==> src/spu_params.svh <==
`ifndef SPU_PARAMS_SVH
`define SPU_PARAMS_SVH
// Contract
// [RULE1] Both packs read their operands and write the result in the first execute stage, single cycle, no delay slots.
// [RULE2] The unsigned byte pack runs on either of the two S-side units, with a cross-path-capable second operand.
// [RULE3] The unsigned byte pack treats each source as two signed halfwords and clamps each of the four alone to an unsigned byte.
// [RULE4] Byte order: first operand high half to 31:24, low half to 23:16, second operand high half to 15:8, low half to 7:0.
// [RULE5] A halfword from 0 to 255 passes through as its low eight bits.
// [RULE6] A halfword above 255 gives 255.
// [RULE7] A negative halfword gives zero.
// [RULE8] The unsigned byte pack never changes the saturation flag.
// [RULE9] The variable saturating left shift decodes on either multiply unit with operation field 11100.
// [RULE10] The signed halfword pack clamps each 32-bit source alone, first operand to the upper half, second to the lower.
// [RULE11] Halfword pack gives 0x7FFF above range, 0x8000 below, truncates in range, and leaves the saturation flag alone.
// [RULE12] A false predicate performs no operation and leaves the destination unchanged.

// Operation field codes on the S units (4 bits)
`define SPU_OP_S_HALF_PACK   4'h2
`define SPU_OP_S_BYTE_PACK   4'h4
// Operation field code on the M units (5 bits)
`define SPU_OP_M_SHIFT_LEFT  5'h1C
// Clamp limits
`define SPU_HALF_MAX         16'h7FFF
`define SPU_HALF_MIN         16'h8000
`define SPU_BYTE_MAX         8'hFF
`define SPU_BYTE_MIN         8'h00
// Reset values
`define SPU_RESULT_RST       32'h0000_0000
`define SPU_REGNUM_RST       5'h00
`endif

==> src/spu_pkg.sv <==
package spu_pkg;
  typedef enum logic [1:0] {
    SPU_NONE,
    SPU_HALF_PACK,
    SPU_BYTE_PACK
  } spu_op_t;
endpackage

==> src/spu_byte_clamp.sv <==
`timescale 1ns/1ns
`default_nettype none
`include "spu_params.svh"
module spu_byte_clamp (
  input  wire logic [15:0] half_i,
  output logic      [7:0]  byte_o
);
  // Signed halfword to unsigned byte
  always_comb begin
    if (half_i[15]) begin
      byte_o = `SPU_BYTE_MIN;                  // [RULE7]
    end else if (half_i[14:8] != 7'h00) begin
      byte_o = `SPU_BYTE_MAX;                  // [RULE6]
    end else begin
      byte_o = half_i[7:0];                    // [RULE5]
    end
  end
endmodule
`default_nettype wire

==> src/spu_pack_unit.sv <==
`timescale 1ns/1ns
`default_nettype none
`include "spu_params.svh"
module spu_pack_unit
  import spu_pkg::*;
(
  input  wire logic        CLK_I,
  input  wire logic        SRST_I,
  input  wire logic        CE_I,
  input  wire logic        S_VALID_I,
  input  wire logic        S_UNIT_I,
  input  wire logic [3:0]  S_OPFIELD_I,
  input  wire logic        S_COND_I,
  input  wire logic [4:0]  S_DST_I,
  input  wire logic [31:0] FIRST_OPERAND_I,
  input  wire logic [31:0] SECOND_OPERAND_I,
  input  wire logic        S_CROSS_I,
  input  wire logic        M_VALID_I,
  input  wire logic        M_UNIT_I,
  input  wire logic [4:0]  M_OPFIELD_I,
  input  wire logic        M_COND_I,
  output logic             S_WE_O,
  output logic             S_UNIT_O,
  output logic [4:0]       S_DST_O,
  output logic [31:0]      S_RESULT_O,
  output logic             S_CROSS_O,
  output logic             SAT_SET_O,
  output logic             SHIFT_DEC_O,
  output logic             SHIFT_UNIT_O
);

  ////////////////////////////////////////////////////////////////////////////
  // Decode
  spu_op_t op;
  logic    do_write;

  // Select operation from the S opfield; other codes belong to other units
  always_comb begin
    unique case (S_OPFIELD_I)
      `SPU_OP_S_HALF_PACK: begin
        op = SPU_HALF_PACK;
      end
      `SPU_OP_S_BYTE_PACK: begin
        op = SPU_BYTE_PACK;
      end
      default: begin
        op = SPU_NONE;
      end
    endcase
  end

  // Write only for a true predicate
  assign do_write = S_VALID_I && S_COND_I && (op != SPU_NONE);   // [RULE12]

  ////////////////////////////////////////////////////////////////////////////
  // Signed halfword pack
  logic [15:0] half_first;
  logic [15:0] half_second;
  logic        first_above;
  logic        first_below;
  logic        second_above;
  logic        second_below;
  logic [31:0] half_res;

  // Out of range when bits 30:15 disagree with the sign bit
  assign first_above  = !FIRST_OPERAND_I[31] &&
                        (FIRST_OPERAND_I[30:15] != 16'h0000);   // [RULE11]
  assign first_below  = FIRST_OPERAND_I[31] &&
                        (FIRST_OPERAND_I[30:15] != 16'hFFFF);   // [RULE11]
  assign second_above = !SECOND_OPERAND_I[31] &&
                        (SECOND_OPERAND_I[30:15] != 16'h0000);  // [RULE11]
  assign second_below = SECOND_OPERAND_I[31] &&
                        (SECOND_OPERAND_I[30:15] != 16'hFFFF);  // [RULE11]

  // Clamp the first operand, bound for the upper half
  always_comb begin
    if (first_above) begin
      half_first = `SPU_HALF_MAX;                               // [RULE11]
    end else if (first_below) begin
      half_first = `SPU_HALF_MIN;                               // [RULE11]
    end else begin
      half_first = FIRST_OPERAND_I[15:0];                       // [RULE11]
    end
  end

  // Clamp the second operand, bound for the lower half
  always_comb begin
    if (second_above) begin
      half_second = `SPU_HALF_MAX;                              // [RULE11]
    end else if (second_below) begin
      half_second = `SPU_HALF_MIN;                              // [RULE11]
    end else begin
      half_second = SECOND_OPERAND_I[15:0];                     // [RULE11]
    end
  end

  // Each operand clamped on its own, then packed
  assign half_res = {half_first, half_second};                  // [RULE10]

  ////////////////////////////////////////////////////////////////////////////
  // Unsigned byte pack, one clamp per field
  logic [31:0] byte_res;
  logic [63:0] halves;
  assign halves = {FIRST_OPERAND_I, SECOND_OPERAND_I};          // [RULE4]

  genvar g;
  generate
    for (g = 0; g < 4; g++) begin : g_clamp
      spu_byte_clamp u_clamp (
        .half_i (halves[16*g +: 16]),
        .byte_o (byte_res[8*g +: 8])
      );                                                        // [RULE3]
    end
  endgenerate

  ////////////////////////////////////////////////////////////////////////////
  // Write-back at end of the first execute stage
  logic [31:0] next_result;

  // Pick the pack result; a refused slot keeps the old value
  always_comb begin
    unique case (op)
      SPU_HALF_PACK: begin
        next_result = half_res;
      end
      SPU_BYTE_PACK: begin
        next_result = byte_res;
      end
      SPU_NONE: begin
        next_result = S_RESULT_O;
      end
    endcase
  end

  // Write strobe, one cycle per accepted pack
  always_ff @(posedge CLK_I) begin
    if (SRST_I) begin
      S_WE_O <= 1'b0;
    end else if (CE_I) begin
      S_WE_O <= do_write;                                       // [RULE1] [RULE12]
    end
  end

  // Executing unit of the last written pack
  always_ff @(posedge CLK_I) begin
    if (SRST_I) begin
      S_UNIT_O <= 1'b0;
    end else if (CE_I && do_write) begin
      S_UNIT_O <= S_UNIT_I;                                     // [RULE2]
    end
  end

  // Destination register number
  always_ff @(posedge CLK_I) begin
    if (SRST_I) begin
      S_DST_O <= `SPU_REGNUM_RST;
    end else if (CE_I && do_write) begin
      S_DST_O <= S_DST_I;                                       // [RULE12]
    end
  end

  // Cross-path flag of the second operand
  always_ff @(posedge CLK_I) begin
    if (SRST_I) begin
      S_CROSS_O <= 1'b0;
    end else if (CE_I && do_write) begin
      S_CROSS_O <= S_CROSS_I;                                   // [RULE2]
    end
  end

  // Result word, unchanged under a false predicate
  always_ff @(posedge CLK_I) begin
    if (SRST_I) begin
      S_RESULT_O <= `SPU_RESULT_RST;
    end else if (CE_I && do_write) begin
      S_RESULT_O <= next_result;                                // [RULE1] [RULE12]
    end
  end

  // Packs never touch the saturation flag
  assign SAT_SET_O = 1'b0;                                      // [RULE8] [RULE11]

  ////////////////////////////////////////////////////////////////////////////
  // Shift decode on the M units
  logic shift_hit;

  // Operation field match with a true predicate
  assign shift_hit = M_VALID_I && M_COND_I &&
                     (M_OPFIELD_I == `SPU_OP_M_SHIFT_LEFT);     // [RULE9]

  // Decode strobe, one cycle per accepted shift
  always_ff @(posedge CLK_I) begin
    if (SRST_I) begin
      SHIFT_DEC_O <= 1'b0;
    end else if (CE_I) begin
      SHIFT_DEC_O <= shift_hit;                                 // [RULE9]
    end
  end

  // Multiply unit of the M slot, registered every enabled cycle, shift or not
  always_ff @(posedge CLK_I) begin
    if (SRST_I) begin
      SHIFT_UNIT_O <= 1'b0;
    end else if (CE_I) begin
      SHIFT_UNIT_O <= M_UNIT_I;                                 // [RULE9]
    end
  end
endmodule
`default_nettype wire

==> config.mk <==
export PLATFORM = sky130hd
export DESIGN_NAME = spu_pack_unit
export DESIGN_NICKNAME = d
export VERILOG_FILES = /design/src/spu_pkg.sv /design/src/spu_byte_clamp.sv /design/src/spu_pack_unit.sv
export VERILOG_INCLUDE_DIRS = /design/src
export SDC_FILE = /design/constraint.sdc
export NUM_CORES = 1
export LEC_CHECK = 0
export BUFFER_PORTS_ARGS = -buffer_cell sky130_fd_sc_hd__buf_2
export CAP_MARGIN = 10
export CORE_UTILIZATION = 49
export DETAILED_ROUTE_END_ITERATION = 10
export GPL_TIMING_DRIVEN = 0
export PLACE_DENSITY = 0.92
export SLEW_MARGIN = 20
export SYNTH_ARGS = -nofsm -noshare
export SYNTH_HDL_FRONTEND = slang
export SYNTH_SLANG_ARGS = --single-unit
export TNS_END_PERCENT = 5
==> constraint.sdc <==
create_clock -name CLK_I -period 4.7 [get_ports CLK_I]
set_input_delay 0.94 -clock CLK_I [delete_from_list [all_inputs] [get_ports CLK_I]]
set_output_delay 0.94 -clock CLK_I [all_outputs]
set_load 0.1 [all_outputs]
Word level (Yosys, flattened, before mapping)
Index checks and enable logic that the tools add are counted.

Register bits after elaboration: 42. Bits of input ports: 88. Logic and storage cells: 49.

Equality and inequality tests: 7. Muxes and demuxes: 14. Bitwise logic cells: 1. Reduce and logical (&&, ||, !) cells: 20.

Operators with widths (count): $mux W16 (4); $mux W8 (8); $pmux W32 S2 (1); $ne A16 B16 Y1 const B (2); $reduce_bool A16 Y1 (2); $reduce_bool A7 Y1 (4); $logic_and A1 B1 Y1 (9); $eq A5 B5 Y1 const B (1); $eq A4 B2 Y1 const B (1); $eq A4 B3 Y1 const B (1); $pmux W2 S2 (1); $eq A2 B1 Y1 const B (1); $eq A2 B2 Y1 const B (1); $logic_not A1 Y1 (2); $logic_not A2 Y1 (1); $reduce_and A2 Y1 (1); $reduce_bool A2 Y1 (1); $not A1 Y1 (1).

Depth between registers and ports, before layout
Word-level depth: 6. Depth in mapped cells: 6. Mapped depth without buffers: 4.

By module
Synthesis repeated with hierarchy kept, for this count alone.

Cells, all modules: 326. Area, all modules: 2793.9 µm².

By module, submodules not included: spu_pack_unit (instances 1, cells an instance 246, area each 2338.5 µm², seq. area each 840.8 µm²); spu_byte_clamp (instances 4, cells an instance 20, area each 113.9 µm², seq. area each 0.0 µm²).

Worst setup path before layout
OpenSTA, ideal clock, no wires.

Path kind: in2reg. Start point: input port S_OPFIELD_I[0]. End point: register S_RESULT_O[16]. Library setup time: 92 ps. Arrival time: 2322 ps. Data required time: 4608 ps. Slack: 2286 ps. Stages on the path: 6. Cell sequence: or4b_1 > buf_6 > buf_6 > a311oi_1 > a2111oi_0 > nor4_1.

Word-level cells in the longest chain between the ends: 6. Elaborated cells on any way between the ends: 12.

Ends and longest elaborated chain: from (decl) (line spu_pack_unit.sv:12) `input wire logic [3:0] S_OPFIELD_I,`; $eq A4 B3 Y1 / $eq A4 B2 Y1 (equally long branches) (line spu_pack_unit.sv:39) `unique case (S_OPFIELD_I)`; $pmux W2 S2 * (line spu_pack_unit.sv:39); $reduce_bool A2 Y1 (line spu_pack_unit.sv:53) `assign do_write = S_VALID_I && S_COND_I && (op != SPU_NONE);`; $logic_and A1 B1 Y1 (line spu_pack_unit.sv:53); $logic_and A1 B1 Y1 (line spu_pack_unit.sv:175) `end else if (CE_I && do_write) begin`; $reduce_and A2 Y1 (no source line); to (signal assigned) (line spu_pack_unit.sv:174) `` S_RESULT_O <= `SPU_RESULT_RST; ``; to (signal assigned) (line spu_pack_unit.sv:176) `S_RESULT_O <= next_result;`; to (decl) (line spu_pack_unit.sv:25) `output logic [31:0] S_RESULT_O,`.

Every way passes the cells marked *; elsewhere a longest branch is shown, timed or not. A chain may end at the register's enable or synchronous reset.

Worst setup path in the final report
Start point: input port FIRST_OPERAND_I[26]. End point: register S_RESULT_O[29].

Word-level cells in the longest chain between the ends: 5. Elaborated cells on any way between the ends: 10.

Ends and longest elaborated chain: from (decl) (line spu_pack_unit.sv:15) `input wire logic [31:0] FIRST_OPERAND_I,`; $ne A16 B16 Y1 (line spu_pack_unit.sv:69) `(FIRST_OPERAND_I[30:15] != 16'hFFFF);`; $logic_and A1 B1 Y1 (line spu_pack_unit.sv:68) `assign first_below = FIRST_OPERAND_I[31] &&`; $mux W16 (line spu_pack_unit.sv:79) `end else if (first_below) begin`; $mux W16 (line spu_pack_unit.sv:77) `if (first_above) begin`; $pmux W32 S2 * (line spu_pack_unit.sv:122) `unique case (op)`.

Marked as above.

==> flow_summary.json <==
{
  "status": "complete, no violations",
  "synth_cells": 312,
  "synth_xor_area_share_pct": 0.351,
  "postSynthAreaPerCell_um2": 7.99,
  "rsz0062_at_grt": "false",
  "hold_path.class": "flip-flop to flip-flop",
  "synth_compound_area_share_pct": 28.1,
  "io-pin-count": 131,
  "core_region_area_mm2": 0.00482,
  "synth_area_leaders": "dfxtp_1 34%, a311oi_1 6.3%, nor2_1 5.7%, a2111oi_0 5.6%, nor4_1 5.5%",
  "worstSkewPairLatency_ns": 0.29,
  "ant_nets": 0,
  "cts_hold_buf": 0,
  "fin_crit_sh_pct": 53.6,
  "hold_viol": 0,
  "synth_most_common_cell": "dfxtp_1",
  "yosys_warnings": 0,
  "overflow": 0,
  "final_nets": 532,
  "slowest_delay_ns": 0.55,
  "clock_skew_ns": 0,
  "grt_pass1_wl_um": 12700,
  "first_pass_iters": 5,
  "holdWs_ns": 0.456,
  "wl_per_cell_um": 15.9,
  "netlist_area_mm2": 0.00249,
  "clkTransAtPathRegs_ns": 0.08,
  "critical_path.cell_chain": "buf_2 > nor4_4 > a41oi_2 > a211oi_2 > a221oi_1",
  "gp_congestion": 0.867,
  "syn_nets": 400,
  "grt_pass1_vias": 2889,
  "start_util_pct": 51.7,
  "final_area_mm2": 0.00329,
  "cp.required_ns": 4.81,
  "drv_slew": 0,
  "remaining_drc_errors": 0,
  "cp-start-kind": "input pin",
  "ys_seq_area_share_pct": 33.7,
  "drt-total-wl_um": 8120,
  "holdPathStages": 2,
  "synth-edff-count": 0,
  "cts_inserted_buffers": 5,
  "instances_no_fill": 512,
  "nFillCells": 428,
  "r2r.worst_path.cells": 2,
  "placed_cell_area_mm2": 0.00320,
  "synth_top_area_cell": "dfxtp_1",
  "area_growth_pct": 32.1,
  "dp_hpwl_um": 6130,
  "dieArea_mm2": 0.00538,
  "vias": 3203,
  "die_height_um": 73.3,
  "p_leak_nw": 1.31,
  "synthFlopType": "dfxtp_1",
  "dp.cells": 504,
  "drt_first_iter_violations": 311,
  "criticalPathCategory": "input pin to flip-flop",
  "p_per_area_mw_per_mm2": 233,
  "ctsHtreeMaxLevel": 2,
  "numPortBuffers": 125,
  "ir_drop_mv": 0.187,
  "async_flop_share_pct": 0,
  "fin_setup_tns_ns": 0,
  "min_period_ns": 2.52,
  "cts.repair_timing.setup_buffer_count": 0,
  "row_count": 25,
  "critPathArrivalTime_ns": 2.63,
  "clock-root-buffer": "clkbuf_8",
  "grt_max_degree": 13,
  "antenna_found_initial": 0,
  "vias_per_cell": 6.26,
  "relSlewSlack_pct": 26.0,
  "synth.area.mux_share_pct": 0.803,
  "die_w_um": 73.3,
  "drive_gt1_share_pct": 33.9,
  "critPathMaxFanout": 9,
  "fmax_mhz": 397,
  "grt_use_total_pct": 30.0,
  "netlist.area_leader.share_pct": 33.7,
  "clock-sinks": 42,
  "max-cap-violations": 0,
  "yosysUniqueCellTypes": 35,
  "end_kind": "flip-flop",
  "worst_pin_slew_ns": 1.09,
  "synthAdderAreaFrac_pct": 0,
  "diodes": 0,
  "setup_viol": 0,
  "cts_resized": 0,
  "cts_tree": "built",
  "yosys.area_share.simple_pct": 31.4,
  "slowest_stage": "a211oi_2",
  "synth_commonest_cells": "42 x dfxtp_1, 38 x nor2_1, 34 x nand2_1",
  "synth-seq-cells": 42,
  "synth_top_family_by_area": "simple AND/OR/NAND/NOR gates",
  "cts.path.max_buffers": 2
}
-- metrics by stage --
stage	utilization (%)	power [W]	setup slack, ns
floorplan	-	0.000461	2.29
global placement	66.5	0.000524	1.99
detailed placement	66.5	0.000526	1.92
CTS	68.4	0.000767	2.22
global route	68.4	0.000794	2.08
finish	68.4	0.000766	2.18
-- area by class of cell --
class | instances | area, um^2 | area share (%)
Tap cell | 67 | 83.8 | 2.55
Multi-Input combinational cell | 242 | 1520 | 46.0
Clock inverter | 1 | 5.00 | 0.152
Buffer | 27 | 131 | 3.99
Inverter | 1 | 3.75 | 0.114
Timing Repair Buffer | 125 | 626 | 19.0
Clock buffer | 7 | 86.3 | 2.62
Sequential cell | 42 | 841 | 25.5
-- sequential cells by signal (all words and copies together), names as in the netlist --
| register | cells |
|---|---|
| S_WE_O | 1 |
| S_UNIT_O | 1 |
| SHIFT_DEC_O | 1 |
| S_RESULT_O | 32 |
| S_DST_O | 5 |
| SHIFT_UNIT_O | 1 |
| S_CROSS_O | 1 |
-- logic make-up (layout without fill, tap and decap cells) --
group | Yosys count | in the layout
multiplexers | 2 | 2
AO/OA/AOI/OAI | 92 | 92
XOR/XNOR | 1 | 1
flip-flops | 42 | 42
buffers and inverters | 28 | 161
AND/OR/NAND/NOR | 146 | 146
other | 1 | 1
-- path summary, 6_finish.rpt --
check / startpoint / end / slack (ns)
setup reg to reg: S_RESULT_O[14]$_SDFFE_PP0P_ / S_RESULT_O[14]$_SDFFE_PP0P_ / 3.91
setup / recovery: FIRST_OPERAND_I[26] / S_RESULT_O[29]$_SDFFE_PP0P_ / 2.18
hold reg to reg: S_DST_O[0]$_SDFFE_PP0P_ / S_DST_O[0]$_SDFFE_PP0P_ / 0.46
hold / removal: S_DST_O[0]$_SDFFE_PP0P_ / S_DST_O[0]$_SDFFE_PP0P_ / 0.46
-- layer usage --
layer	vias up	global-route usage [%]	wire (um)
li1	1498	-	-
met1	1497	37.2	3280
met2	191	52.1	4050
met3	17	5.76	658
met4	0	10.5	138
met5	-	0	0
-- cell usage in the layout, fill, tap and decap left out, types with 3 or more instances in the layout --
cell type	count
o21ai_0	14
a221oi_1	14
clkbuf_1	18
clkbuf_8	6
nand4_1	8
buf_1	3
buf_2	128
nor4_1	22
a2111oi_0	16
a311oi_1	18
nand2_1	34
nand3b_1	12
nor2_1	38
a21oi_1	22
buf_6	3
nor3_1	18
dfxtp_1	42
-- critical path, delay by kind of cell --
family                 cells  cell delay [ns]
AND/OR/NAND/NOR            1             0.50
buffers and inverters      1             0.12
AO/OA/AOI/OAI              3             1.06
-- report_power, final --
group,total [W],internal [W],switching [W]
registers,0.000363,0.000361,0.00000263
logic,0.000158,0.0000497,0.000108
clock network,0.000245,0.000119,0.000126
Power figures use the tool's default switching activity.
